[config.mk]
export PLATFORM = sky130hd
export DESIGN_NAME = msc_sideband
export DESIGN_NICKNAME = d
export VERILOG_FILES = /design/src/msc_pkg.sv /design/src/msc_sync2.sv /design/src/msc_timer.sv /design/src/msc_sideband.sv
export SDC_FILE = /design/constraint.sdc
export NUM_CORES = 2
export LEC_CHECK = 0
export BUFFER_PORTS_ARGS = -buffer_cell sky130_fd_sc_hd__buf_4
export CORE_ASPECT_RATIO = 0.9
export CORE_UTILIZATION = 64
export CTS_CLUSTER_SIZE = 40
export DETAILED_ROUTE_END_ITERATION = 6
export GPL_ROUTABILITY_DRIVEN = 0
export HOLD_SLACK_MARGIN = 0.05
export PLACE_DENSITY = 0.88
export SETUP_SLACK_MARGIN = 0.05
export SLEW_MARGIN = 20
export SYNTH_ARGS = -nofsm -noshare
export SYNTH_HDL_FRONTEND = slang
export SYNTH_HIERARCHICAL = 1
export SYNTH_SLANG_ARGS = --single-unit
[constraint.sdc]
create_clock -name clk_sys_i -period 4.8 [get_ports clk_sys_i]
set_clock_uncertainty 0.1 [all_clocks]
set_input_delay 0.48 -clock clk_sys_i [delete_from_list [all_inputs] [get_ports clk_sys_i]]
set_output_delay 0.48 -clock clk_sys_i [all_outputs]
set_load 0.03 [all_outputs]
[src/msc_pkg.sv]
// Shared constants, states and pin bundle of the module sideband control.
`default_nettype none
package msc_pkg;
  // System clock period.
  localparam int CLK_PERIOD_NS = 100;
  // Host-side select timing: not enforced by the module. [RQ4] [RQ5] [RQ19]
  localparam int T_SEL_ASSERT_NS = 2000;
  localparam int T_SEL_DEASSERT_NS = 2000;
  localparam int SEL_ASSERT_CYC = (T_SEL_ASSERT_NS + CLK_PERIOD_NS - 1) /
                                  CLK_PERIOD_NS;
  localparam int SEL_DEASSERT_CYC = (T_SEL_DEASSERT_NS + CLK_PERIOD_NS - 1) /
                                    CLK_PERIOD_NS;
  // Least reset pulse rounds up, completion time is a bound so rounds down.
  localparam int T_RESET_PULSE_MIN_NS = 10000;
  localparam int T_RESET_COMPLETE_NS = 200000;
  localparam int RESET_PULSE_MIN_CYC = (T_RESET_PULSE_MIN_NS +
                                        CLK_PERIOD_NS - 1) / CLK_PERIOD_NS;
  localparam int RESET_COMPLETE_CYC = T_RESET_COMPLETE_NS / CLK_PERIOD_NS;
  // Management port address and byte offsets.
  localparam logic [6:0] DEV_ADDR = 7'h50;
  localparam logic [6:0] ID_OFS = 7'h00;
  localparam logic [6:0] STATUS_OFS = 7'h02;
  localparam logic [6:0] FLAG_OFS = 7'h03;
  localparam logic [6:0] PWR_CTRL_OFS = 7'h5d;
  // Field positions.
  localparam int INIT_PEND_BIT = 0;
  localparam int INT_STATE_BIT = 1;
  localparam int FAULT_FLAG_BIT = 0;
  localparam int PWR_SW_CTL_BIT = 0;
  localparam int PWR_LIM_LOW_BIT = 1;
  // Reset values.
  localparam logic [7:0] PWR_CTRL_RST = 8'h00;
  localparam logic [7:0] FLAG_RST = 8'h00;
  localparam logic [7:0] MEM_RST = 8'h00;
  // Identifier byte; the value is arbitrary.
  localparam logic [7:0] ID_CODE = 8'h5a;

  typedef enum logic [3:0] {
    MSC_IDLE, MSC_ADDR, MSC_ACK_ADDR, MSC_PTR, MSC_ACK_PTR,
    MSC_WR, MSC_ACK_WR, MSC_RD, MSC_RD_ACK
  } msc_state_t;

  typedef struct packed {
    logic scl;
    logic sda;
    logic sel_n;
    logic rst_n;
    logic lp_req;
  } msc_pins_t;

  // Undriven pins settle high: bias on select, reset and low power.
  localparam msc_pins_t PINS_IDLE = 5'h1f;
endpackage
`default_nettype wire

[src/msc_sync2.sv]
// Two flip-flop synchroniser for a bundle of pin levels.
`default_nettype none
module msc_sync2 import msc_pkg::*; #(
  parameter int W = 1,
  parameter logic [W-1:0] RST_VAL = '0
) (
  input wire logic clk_sys_i,
  input wire logic sys_rst_i,
  input wire logic [W-1:0] d_i,
  output logic [W-1:0] q_o
);
  logic [W-1:0] meta;

  always_ff @(posedge clk_sys_i or posedge sys_rst_i) begin
    if (sys_rst_i) begin
      meta <= RST_VAL;
      q_o <= RST_VAL;
    end else begin
      meta <= d_i;
      q_o <= meta;
    end
  end
endmodule
`default_nettype wire

[src/msc_timer.sv]
// One-shot interval timer: a start pulse, busy while running, a done pulse.
`default_nettype none
module msc_timer import msc_pkg::*; #(
  parameter int CYCLES = 1
) (
  input wire logic clk_sys_i,
  input wire logic sys_rst_i,
  input wire logic start_i,
  output logic busy_o,
  output logic done_o
);
  logic [15:0] count;

  always_ff @(posedge clk_sys_i or posedge sys_rst_i) begin
    if (sys_rst_i) begin
      count <= 16'h0000;
      busy_o <= 1'b0;
      done_o <= 1'b0;
    end else begin
      done_o <= 1'b0;
      if (start_i) begin
        count <= 16'(CYCLES - 1);
        busy_o <= 1'b1;
      end else if (busy_o) begin
        if (count == 16'h0000) begin
          busy_o <= 1'b0;
          done_o <= 1'b1;
        end else begin
          count <= count - 16'h0001;
        end
      end
    end
  end
endmodule
`default_nettype wire

[src/msc_sideband.sv]
// Sideband control of a pluggable module: select, reset, power, interrupt.
//
// Summary of operation
// (RQ1) Selected module answers management bus commands.
// (RQ2) Deselected module never acknowledges bus traffic.
// (RQ3) Select input biased high when undriven.
// (RQ4) Host waits deassert interval after deselecting.
// (RQ5) Host waits assert interval before talking.
// (RQ6) Reset input pulled up, inactive undriven.
// (RQ7) Long reset low restores every default setting.
// (RQ8) Completion interval starts at reset release.
// (RQ9) Host ignores status until reset completes.
// (RQ10) Completion: interrupt low, init pending cleared.
// (RQ11) Power-up posts completion interrupt unprompted.
// (RQ12) Low power input pulled up, high means low.
// (RQ13) Power controls in byte 93, bits 0, 1.
// (RQ14) Power class from pin or software bits.
// (RQ15) Presence output tied low inside module.
// (RQ16) Interrupt flags faults; host reads source.
// (RQ17) Interrupt output only pulls low.
// (RQ18) Interrupt released after status and flag reads.
// (RQ19) Select and reset durations are parameters.
`default_nettype none
module msc_sideband import msc_pkg::*; #(
  parameter int RESET_PULSE_MIN = RESET_PULSE_MIN_CYC,
  parameter int RESET_COMPLETE = RESET_COMPLETE_CYC
) (
  input wire logic clk_sys_i,
  input wire logic sys_rst_i,
  input wire logic scl_i,
  input wire logic sda_i,
  output logic sda_o,
  output logic sda_oe_o,
  input wire logic module_select_n_i,
  input wire logic module_reset_n_i,
  input wire logic low_power_request_i,
  input wire logic fault_event_i,
  output logic interrupt_n_o,
  output logic interrupt_n_oe_o,
  output logic presence_detect_n_o,
  output logic presence_detect_n_oe_o,
  output logic power_low_o
);
  msc_pins_t pins_raw;
  msc_pins_t pins_s;
  msc_pins_t pins_d;
  msc_state_t state;
  logic scl_rise, scl_fall, start, stop, sel, bus_ok;
  logic [3:0] bit_cnt;
  logic [7:0] shreg;
  logic [7:0] tx;
  logic [7:0] tx_next;
  logic [6:0] ptr;
  logic rw, nak;
  logic wr_stb, rd_stb;
  logic [6:0] wr_addr;
  logic [6:0] rd_addr;
  logic [7:0] wr_data;
  logic [7:0] mem [0:127];
  logic [15:0] rst_low_cnt;
  logic rst_hold, rst_release, pwrup_pend;
  logic tmr_busy, tmr_done;
  logic init_pending, reset_done_int, status_seen;
  logic [7:0] flags;
  logic [7:0] pwr_ctrl;
  logic int_act;

  assign pins_raw = {scl_i, sda_i, module_select_n_i, module_reset_n_i,
                     low_power_request_i};

  // Flops reset high, so an undriven pin reads as its idle level.
  msc_sync2 #(
    .W($bits(msc_pins_t)),
    .RST_VAL(PINS_IDLE) // [RQ3] [RQ6] [RQ12]
  ) u_sync (
    .clk_sys_i(clk_sys_i),
    .sys_rst_i(sys_rst_i),
    .d_i(pins_raw),
    .q_o(pins_s)
  );

  always_ff @(posedge clk_sys_i or posedge sys_rst_i) begin
    if (sys_rst_i) begin
      pins_d <= PINS_IDLE;
    end else begin
      pins_d <= pins_s;
    end
  end

  assign scl_rise = pins_s.scl & ~pins_d.scl;
  assign scl_fall = ~pins_s.scl & pins_d.scl;
  assign start = pins_s.scl & pins_d.scl & pins_d.sda & ~pins_s.sda;
  assign stop = pins_s.scl & pins_d.scl & ~pins_d.sda & pins_s.sda;
  assign sel = ~pins_s.sel_n;
  // The bus is also shut out while a reset is being held.
  assign bus_ok = sel & ~rst_hold;

  // Read view of the lower page; live bytes override the array.
  function automatic logic [7:0] rd_byte(input logic [6:0] a);
    logic [7:0] r;
    r = 8'h00;
    if (a == STATUS_OFS) begin
      r[INIT_PEND_BIT] = init_pending;
      r[INT_STATE_BIT] = int_act;
    end else if (a == FLAG_OFS) begin
      r = flags; // [RQ16]
    end else if (a == PWR_CTRL_OFS) begin
      r = pwr_ctrl;
    end else if (a == ID_OFS) begin
      r = ID_CODE;
    end else begin
      r = mem[a];
    end
    return r;
  endfunction

  assign tx_next = rd_byte(ptr);
  assign sda_o = 1'b0;

  // Management bus slave, sampled on detected clock edges.
  always_ff @(posedge clk_sys_i or posedge sys_rst_i) begin
    if (sys_rst_i) begin
      state <= MSC_IDLE;
      bit_cnt <= 4'h0;
      shreg <= 8'h00;
      tx <= 8'h00;
      ptr <= 7'h00;
      rw <= 1'b0;
      nak <= 1'b0;
      sda_oe_o <= 1'b0;
      wr_stb <= 1'b0;
      rd_stb <= 1'b0;
      wr_addr <= 7'h00;
      rd_addr <= 7'h00;
      wr_data <= 8'h00;
    end else begin
      wr_stb <= 1'b0;
      rd_stb <= 1'b0;
      if (!bus_ok || stop) begin
        state <= MSC_IDLE; // [RQ2]
        sda_oe_o <= 1'b0; // [RQ2]
      end else if (start) begin
        state <= MSC_ADDR; // [RQ1]
        bit_cnt <= 4'h0;
        sda_oe_o <= 1'b0;
      end else if (scl_rise) begin
        shreg <= {shreg[6:0], pins_s.sda};
        bit_cnt <= bit_cnt + 4'h1;
        if (state == MSC_RD_ACK) begin
          nak <= pins_s.sda;
        end
      end else if (scl_fall) begin
        case (state)
          MSC_ADDR: begin
            if (bit_cnt == 4'h8) begin
              if (shreg[7:1] == DEV_ADDR) begin
                state <= MSC_ACK_ADDR; // [RQ1]
                rw <= shreg[0];
                sda_oe_o <= 1'b1;
              end else begin
                state <= MSC_IDLE;
              end
            end
          end
          MSC_ACK_ADDR: begin
            bit_cnt <= 4'h0;
            if (rw) begin
              tx <= tx_next;
              sda_oe_o <= ~tx_next[7];
              rd_stb <= 1'b1;
              rd_addr <= ptr;
              ptr <= ptr + 7'h01;
              state <= MSC_RD;
            end else begin
              sda_oe_o <= 1'b0;
              state <= MSC_PTR;
            end
          end
          MSC_PTR: begin
            if (bit_cnt == 4'h8) begin
              ptr <= shreg[6:0];
              sda_oe_o <= 1'b1;
              state <= MSC_ACK_PTR;
            end
          end
          MSC_ACK_PTR, MSC_ACK_WR: begin
            sda_oe_o <= 1'b0;
            bit_cnt <= 4'h0;
            state <= MSC_WR;
          end
          MSC_WR: begin
            if (bit_cnt == 4'h8) begin
              wr_stb <= 1'b1;
              wr_addr <= ptr;
              wr_data <= shreg;
              ptr <= ptr + 7'h01;
              sda_oe_o <= 1'b1;
              state <= MSC_ACK_WR;
            end
          end
          MSC_RD: begin
            if (bit_cnt == 4'h8) begin
              sda_oe_o <= 1'b0;
              state <= MSC_RD_ACK;
            end else begin
              sda_oe_o <= ~tx[3'h7 - bit_cnt[2:0]];
            end
          end
          MSC_RD_ACK: begin
            if (nak) begin
              state <= MSC_IDLE;
            end else begin
              tx <= tx_next;
              sda_oe_o <= ~tx_next[7];
              bit_cnt <= 4'h0;
              rd_stb <= 1'b1;
              rd_addr <= ptr;
              ptr <= ptr + 7'h01;
              state <= MSC_RD;
            end
          end
          default: begin
            state <= MSC_IDLE;
          end
        endcase
      end
    end
  end

  // General user bytes; a held reset restores their defaults.
  always_ff @(posedge clk_sys_i) begin
    if (rst_hold) begin
      for (int i = 0; i < 128; i++) begin
        mem[i] <= MEM_RST; // [RQ7]
      end
    end else if (wr_stb) begin
      mem[wr_addr] <= wr_data;
    end
  end

  // Reset pin must stay low past the least pulse before it counts.
  always_ff @(posedge clk_sys_i or posedge sys_rst_i) begin
    if (sys_rst_i) begin
      rst_low_cnt <= 16'h0000;
      rst_hold <= 1'b0;
    end else if (!pins_s.rst_n) begin
      if (rst_low_cnt != 16'(RESET_PULSE_MIN)) begin
        rst_low_cnt <= rst_low_cnt + 16'h0001;
      end else begin
        rst_hold <= 1'b1; // [RQ7]
      end
    end else begin
      rst_low_cnt <= 16'h0000;
      rst_hold <= 1'b0;
    end
  end

  assign rst_release = rst_hold & pins_s.rst_n; // [RQ8]

  always_ff @(posedge clk_sys_i or posedge sys_rst_i) begin
    if (sys_rst_i) begin
      pwrup_pend <= 1'b1;
    end else begin
      pwrup_pend <= 1'b0; // [RQ11]
    end
  end

  msc_timer #(
    .CYCLES(RESET_COMPLETE) // [RQ19]
  ) u_done_tmr (
    .clk_sys_i(clk_sys_i),
    .sys_rst_i(sys_rst_i),
    .start_i(rst_release | pwrup_pend), // [RQ8] [RQ11]
    .busy_o(tmr_busy),
    .done_o(tmr_done)
  );

  // Reset completion flag and its interrupt, with the release sequence.
  always_ff @(posedge clk_sys_i or posedge sys_rst_i) begin
    if (sys_rst_i) begin
      init_pending <= 1'b1;
      reset_done_int <= 1'b0;
      status_seen <= 1'b0;
    end else if (rst_hold) begin
      init_pending <= 1'b1; // [RQ7]
      reset_done_int <= 1'b0;
      status_seen <= 1'b0;
    end else if (tmr_done) begin
      init_pending <= 1'b0; // [RQ10]
      reset_done_int <= 1'b1; // [RQ10]
      status_seen <= 1'b0;
    end else if (rd_stb) begin
      if (rd_addr == STATUS_OFS && !init_pending && reset_done_int) begin
        status_seen <= 1'b1; // [RQ18]
      end else if (rd_addr == FLAG_OFS && status_seen) begin
        reset_done_int <= 1'b0; // [RQ18]
        status_seen <= 1'b0;
      end
    end
  end

  // Fault flags are sticky and clear on read; a new fault wins the clear.
  always_ff @(posedge clk_sys_i or posedge sys_rst_i) begin
    if (sys_rst_i) begin
      flags <= FLAG_RST;
    end else if (rst_hold) begin
      flags <= FLAG_RST;
    end else begin
      if (rd_stb && rd_addr == FLAG_OFS) begin
        flags <= FLAG_RST;
      end
      if (fault_event_i) begin
        flags[FAULT_FLAG_BIT] <= 1'b1; // [RQ16]
      end
    end
  end

  always_ff @(posedge clk_sys_i or posedge sys_rst_i) begin
    if (sys_rst_i) begin
      pwr_ctrl <= PWR_CTRL_RST;
    end else if (rst_hold) begin
      pwr_ctrl <= PWR_CTRL_RST; // [RQ7]
    end else if (wr_stb && wr_addr == PWR_CTRL_OFS) begin
      pwr_ctrl <= wr_data; // [RQ13]
    end
  end

  always_ff @(posedge clk_sys_i or posedge sys_rst_i) begin
    if (sys_rst_i) begin
      power_low_o <= 1'b1;
    end else if (pwr_ctrl[PWR_SW_CTL_BIT]) begin
      power_low_o <= pwr_ctrl[PWR_LIM_LOW_BIT]; // [RQ14]
    end else begin
      power_low_o <= pins_s.lp_req; // [RQ12] [RQ14]
    end
  end

  assign int_act = reset_done_int | (|flags);

  // Interrupt only ever sinks current; the host board supplies the high.
  always_ff @(posedge clk_sys_i or posedge sys_rst_i) begin
    if (sys_rst_i) begin
      interrupt_n_oe_o <= 1'b0;
    end else begin
      interrupt_n_oe_o <= int_act; // [RQ16] [RQ17]
    end
  end

  assign interrupt_n_o = 1'b0; // [RQ17]
  assign presence_detect_n_o = 1'b0; // [RQ15]
  assign presence_detect_n_oe_o = 1'b1; // [RQ15]
endmodule
`default_nettype wire

# ---- Word level (Yosys, flattened, before mapping)
# Memories as Yosys holds them, arrays and structs flattened.
# Index checks and enable logic that the tools add are counted.
dict set report totals {
  register_bits 127
  latchBits 0
  ramBits 1024
  romBits 0
  inputBits 8
  n_memories 1
}
# name depth width rd rd_clocked_by_memory_dff wr line
set mem_list {}
lappend mem_list {mem 128 8 1 0 128 msc_sideband.sv:59} ;# logic [7:0] mem [0:127];
dict set report classes {
  addsub 5
  mul 0
  div_mod_pow 0
  n_lt_le_gt_ge 1
  eq_ne 33
  shift 0
  n_mux 97
  bitwise_logic 22
  reduce_logical 42
}
# operator n
set op_table {}
lappend op_table {{$mux W16} 5}
lappend op_table {{$mux W8} 10}
lappend op_table {{$mux W1} 50}
lappend op_table {{$mux W7} 7}
lappend op_table {{$mux W4} 12}
lappend op_table {{$eq A7 B2 Y1 const B} 4}
lappend op_table {{$ne A4 B4 Y1 const B} 7}
lappend op_table {{$pmux W4 S7} 1}
lappend op_table {{$pmux W7 S4} 1}
lappend op_table {{$eq A7 B7 Y1 const B} 3}
lappend op_table {{$reduce_and A7 Y1} 3}
lappend op_table {{$add A16 B1 Y16 const B} 1}
lappend op_table {{$eq A4 B3 Y1 const B} 4}
lappend op_table {{$logic_not A16 Y1} 1}
lappend op_table {{$ne A16 B7 Y1 const B} 1}
lappend op_table {{$pmux W8 S2} 1}
lappend op_table {{$reduce_or A8 Y1} 2}
lappend op_table {{$sub A16 B1 Y16 const B} 1}
lappend op_table {{$reduce_bool A3 Y1} 5}
lappend op_table {{$pmux W7 S2} 1}
lappend op_table {{$reduce_and A6 Y1} 2}
lappend op_table {{$reduce_bool A2 Y1} 6}
lappend op_table {{$reduce_bool A4 Y1} 3}
lappend op_table {{$not A1 Y1} 11}
lappend op_table {{32 further kinds} 58}

# ---- Logic depth before layout (Yosys ltp)
dict set report logic_depth {
  word_depth 12
  depth_mapped 13
  mapped_depth_nobuf 9
}

# ---- Modules after synthesis
# Netlist, hierarchy kept.
# mod n_inst cells_per_inst area_per_inst_um2 seq_area_each_um2
set by_module_without_submodules {}
lappend by_module_without_submodules {msc_sideband 1 3513 51896.0 33058.0}
lappend by_module_without_submodules {msc_timer 1 110 1079.8 450.4}
lappend by_module_without_submodules {msc_sync2 1 11 266.5 262.8}

# ---- Worst setup path before layout
# No wires, ideal clock.
dict set report synth_timing {
  path_type {register to register}
  startpoint {register ptr[0]}
  endpoint {register sda_oe_o}
  setup_ns 0.140
  arrival_ns 3.104
  t_required_ns 4.560
  setup_slack_ns 1.456
  stages_incl_launch_ff 14
  path_buffers 5
  synth_period_minus_slack_ns 3.344
  cell_sequence {dfrtp_1 buf_6 buf_4 buf_4 buf_4 buf_4 clkinv_1 ha_1 or3_1 a221o_1 a31oi_1 a32o_1 o22a_1 o211ai_1}
}
dict set report synth_via {
  elab_chain_len 12
  word_cells_on_any_way 17
}
# item line
set synth_rtl {}
lappend synth_rtl {{start: declaration} msc_sideband.sv:53} ;# logic [6:0] ptr;
lappend synth_rtl {{start signal: assignment} msc_sideband.sv:172} ;# ptr <= ptr + 7'h01;
lappend synth_rtl {{start signal: assignment} msc_sideband.sv:181} ;# ptr <= shreg[6:0];
lappend synth_rtl {{start signal: assignment} msc_sideband.sv:196} ;# ptr <= ptr + 7'h01;
lappend synth_rtl {{$mem_v2 Z128 W8 or $logic_not A7 Y1 (tied branches)} n/a}
lappend synth_rtl {{$mux W8} msc_sideband.sv:109} ;# end else if (a == ID_OFS) begin
lappend synth_rtl {{$mux W8} msc_sideband.sv:107} ;# end else if (a == PWR_CTRL_OFS) begin
lappend synth_rtl {{$mux W8} msc_sideband.sv:105} ;# end else if (a == FLAG_OFS) begin
lappend synth_rtl {{$mux W6 (*)} msc_sideband.sv:102} ;# if (a == STATUS_OFS) begin
lappend synth_rtl {{$not A1 Y1 (*)} {msc_sideband.sv:169, msc_sideband.sv:214}}
lappend synth_rtl {{$mux W1 (on tied branches)} {msc_sideband.sv:210, msc_sideband.sv:167}}
lappend synth_rtl {{$pmux W1 S6 (*)} msc_sideband.sv:153} ;# case (state)
lappend synth_rtl {{$mux W1 (*)} msc_sideband.sv:152} ;# end else if (scl_fall) begin
lappend synth_rtl {{$mux W1 (*)} msc_sideband.sv:146} ;# end else if (scl_rise) begin
lappend synth_rtl {{$mux W1 (*)} msc_sideband.sv:142} ;# end else if (start) begin
lappend synth_rtl {{$mux W1 (*)} msc_sideband.sv:139} ;# if (!bus_ok || stop) begin
lappend synth_rtl {{end signal: assignment} msc_sideband.sv:169} ;# sda_oe_o <= ~tx_next[7];
lappend synth_rtl {{end signal: assignment} msc_sideband.sv:206} ;# sda_oe_o <= ~tx[3'h7 - bit_cnt[2:0]];
lappend synth_rtl {{end signal: assignment} msc_sideband.sv:214} ;# sda_oe_o <= ~tx_next[7];
lappend synth_rtl {{end: declaration} msc_sideband.sv:33} ;# output logic sda_oe_o,
# Every way passes the cells marked *; elsewhere a longest branch is shown, timed or not. The select of a mux whose other input is x is not followed.
# A chain may end at the register's enable or synchronous reset.

# ---- Worst setup path in the final report
dict set report layout_timing {
  startpoint {register ptr[0]}
  endpoint {register tx[6]}
}
dict set report layout_via {
  elab_chain_len 7
  word_cells_on_any_way 12
}
# item line
set layout_rtl {}
lappend layout_rtl {{$mem_v2 Z128 W8 or $logic_not A7 Y1 (tied branches)} n/a}
lappend layout_rtl {{$mux W8} msc_sideband.sv:109}
lappend layout_rtl {{$mux W8} msc_sideband.sv:107}
lappend layout_rtl {{$mux W8} msc_sideband.sv:105}
lappend layout_rtl {{$mux W6 (*)} msc_sideband.sv:102}
lappend layout_rtl {{$mux W8 (on tied branches)} {msc_sideband.sv:210, msc_sideband.sv:167}}
lappend layout_rtl {{$pmux W8 S2 (*)} msc_sideband.sv:153}
lappend layout_rtl {{end signal: assignment} msc_sideband.sv:168} ;# tx <= tx_next;
lappend layout_rtl {{end signal: assignment} msc_sideband.sv:213} ;# tx <= tx_next;
lappend layout_rtl {{end: declaration} msc_sideband.sv:51} ;# logic [7:0] tx;
# Marks and branches as above.

==> metrics <==
outcome=complete, but fails checks; failing checks=DRC; hold depth=0; Reg2Reg Depth=7; die width=306.0 µm; CP most frequent cell=mux4_2; Yosys top cell by area=edfxtp_1; WP data required=5250 ps; Area growth, synth to finish=10.04%; worst-skew pair later-pin latency=710 ps; compound-gate portion of the synthesized area=0.03393; max-slew violations=0; Worst Path Max Fanout=39; Post-synth EDFFs=slightly above 1000; crit path cell chain=buf_12 > buf_4 > mux4_2 > mux4_2 > and2_1 > a2111oi_0 > o31ai_1; initial DRC count=4967; most numerous cell in the Yosys netlist=and2_1; post-synthesis sequential area ratio=0.6343; Post-Syn Area=53240 µm²; count of input and output buffers=10; cell family with most CP delay=compound AO/OA/AOI/OAI gates; Tmin final=4282 ps; Post-Synth XOR/XNOR Area=0.001810; Yosys cell types=80; Crit. End Element=flop; largest family of logic cells by synthesized area=simple AND/OR/NAND/NOR gates; CTS hold repair buffers=7; multiplexer share of the synthesized area=0.1397; worst-margin pin slew=1141 ps; CP max stage cell=dfrtp_4; Final ANT Viol Nets=0; unrepaired setup endpoints after global routing=false; wire per inst=29.50 µm; R2R Setup Slk=just over 500 ps; Clock Path Buffers=3; gr ovfl total=0; Final Hold Viols=0; GRT Resource Usage Total=0.3432; Detailed Routing Iterations Pass 1=7; Worst Hold Class=flop to flop; Worst VDD drop=334.5 µV; crit path buf inv count=2; setup TNS=0 ps; Worst-path clk slew=70 ps; row cnt=99; largest net degree at the start of global routing=100; FF-to-FF End=tx[6]$_DFFE_PP0P_; WHS Endpoint=u_sync/q_o[4]$_DFF_PP1_; die height=275.6 µm; vias in the first global route=approximately 32000; DP Wirelength=89180 µm; Synth top cells by count=1030 x and2_1, 1024 x edfxtp_1, 288 x mux4_2, 207 x clkbuf_1, 190 x nor2_1; Syn Area/Cell=14.65 µm²; Fmax=0.2335 GHz; Starting Density=0.6513; critical path class=flop to flop; Nets=3693; CTS Buf Count=109; leakage dissipation=17.13 nW; Post-Synth Simple-Gate Area=0.1629; Root Driver=clkbuf_16; # IOs=15; Max Cap Viol=0; PwrDens=360.4 nW/µm²; vias per std cell=6.843; Fin Hold WS=between 200 and 300 ps; Post-Synth Adder-Cell Area=0.002820; CP max stage delay=990 ps; Core Area=81750 µm²; total of warnings raised by yosys=6; clock sinks=about 1100; startpoint types=flop; drt total wl=approximately 140000 µm; launching point of the worst reg2reg path=ptr[0]$_DFFE_PP0P_; initial antenna violation count=5; first-pass GRT wire length=211600 µm; Final setup violation count=0; hold_sp=u_sync/meta[4]$_DFF_PP1_; FF+latch count, synth=1144; setup bufs post-CTS=0; CTS HTree Levels=3; via count=33000; fraction of registers with async set/reset=0.1049; Worst EP arrival=between 4000 and 5000 ps; cells after synthesis=between 3000 and 4000; Max-slew headroom=0.2194; CTS tree=done; Most used DFF post-synth=edfxtp_1; DRC errors left=2; post-CTS sizing=0; full die area=84350 µm²; Synth top area share=0.5775; layout cells sized above 1=0.1933; period utilisation layout=0.8921; Filler Cell Count=4638; top cells by area, synth=edfxtp_1 58%, mux4_2 12%, and2_1 12%
-- how the worst max path moves through the flow --
| stage | cells past startpoint | from | end | slack (ps) |
|---|---|---|---|---|
| floorplan | 13 | ptr[0]$_DFFE_PP0P_ | sda_oe_o$_DFFE_PP0P_ | 1460 |
| detailed placement | 7 | ptr[0]$_DFFE_PP0P_ | tx[6]$_DFFE_PP0P_ | 760 |
| finish | 7 | ptr[0]$_DFFE_PP0P_ | tx[6]$_DFFE_PP0P_ | 520 |
| global placement | 7 | ptr[0]$_DFFE_PP0P_ | tx[6]$_DFFE_PP0P_ | 790 |
| global route | 7 | ptr[0]$_DFFE_PP0P_ | tx[6]$_DFFE_PP0P_ | 380 |
| CTS | 7 | ptr[0]$_DFFE_PP0P_ | tx[6]$_DFFE_PP0P_ | 730 |
-- power by group --
group | internal [W] | leakage (nW) | total (W) | switching (W)
clock | 0.00484 | 1.74 | 0.00860 | 0.00376
combinational | 0.000703 | 6.79 | 0.00157 | 0.000864
sequential | 0.0108 | 8.61 | 0.0110 | 0.000191
total | 0.0163 | 17.1 | 0.0211 | 0.00482
-- layer usage --
| metal | GRT usage | vias to the layer above | wire length (µm) |
|---|---|---|---|
| met2 | 0.5288 | 2773 | 65210 |
| li1 | - | 13440 | - |
| met1 | 0.4657 | 16280 | 48650 |
| met4 | 0.1391 | 6 | 6696 |
| met3 | 0.1005 | 501 | 21660 |
| met5 | 0 | - | 51 |
-- final cells by class --
cell class | count | area, µm² | area share
inverters | 25 | 97.59 | 0.001666
clock inverters | 42 | 360.3 | 0.006151
well taps | 1060 | 1326 | 0.02264
flip-flops and latches | 1144 | 33820 | 0.5772
clock buffers | 157 | 3161 | 0.05395
diodes | 2 | 5.005 | 0.00008542
repair buffers | 201 | 1629 | 0.02781
multi-input cells | 2192 | 18190 | 0.3105
-- layout by cell type, fill, tap and decap left out, types with 10 or more instances in the layout --
master and count:
nor3_1 10, and2_1 1030, inv_1 21, clkinv_2 18
a22oi_1 14, nor2_1 190, mux4_2 288, nand3b_1 11
clkbuf_16 116, dfstp_2 15, nand3_1 38, mux2i_1 57
o21ai_0 149, a21oi_1 42, dfrtp_1 93, a21o_1 10
ha_1 12, clkinv_1 13, o21ai_1 15, mux2_2 34
dfrtp_4 12, nand4_1 18, a221oi_1 10, edfxtp_1 1024
buf_4 186, nor2b_1 26, clkbuf_1 30, clkbuf_8 10
nand2_1 84
-- flip-flops by register name (all words and copies together), names as in the netlist, 2 cells and up --
register          flops
u_done_tmr/count     16
rst_low_cnt          16
wr_addr               7
wr_data               8
ptr                   7
u_sync/q_o            5
tx                    8
pins_d                2
rd_addr               7
pwr_ctrl              8
u_sync/meta           5
shreg                 8
state                 4
mem                1024
bit_cnt               4
-- metrics by stage --
step	util	power, W	instance area [µm²]	std cells	setup slack, ps
floorplan	-	0.01228	53250	3637	1456
global placement	0.6721	0.01264	54950	4613	789.0
detailed placement	0.6721	0.01268	54950	4613	760.0
CTS	0.7161	0.02106	58540	4819	733.3
global route	0.7166	0.02152	58580	4821	381.1
finish	0.7166	0.02112	58590	4823	518.1
-- cell families after synthesis --
group                    Yosys count
flip-flops                      1144
AO/OA/AOI/OAI                    304
XOR/XNOR                          11
adder cells (fa/ha/maj)           12
AND/OR/NAND/NOR                 1481
other                              2
buffers and inverters            301
multiplexers                     379
Note: power is estimated with default switching activity, not from simulation.
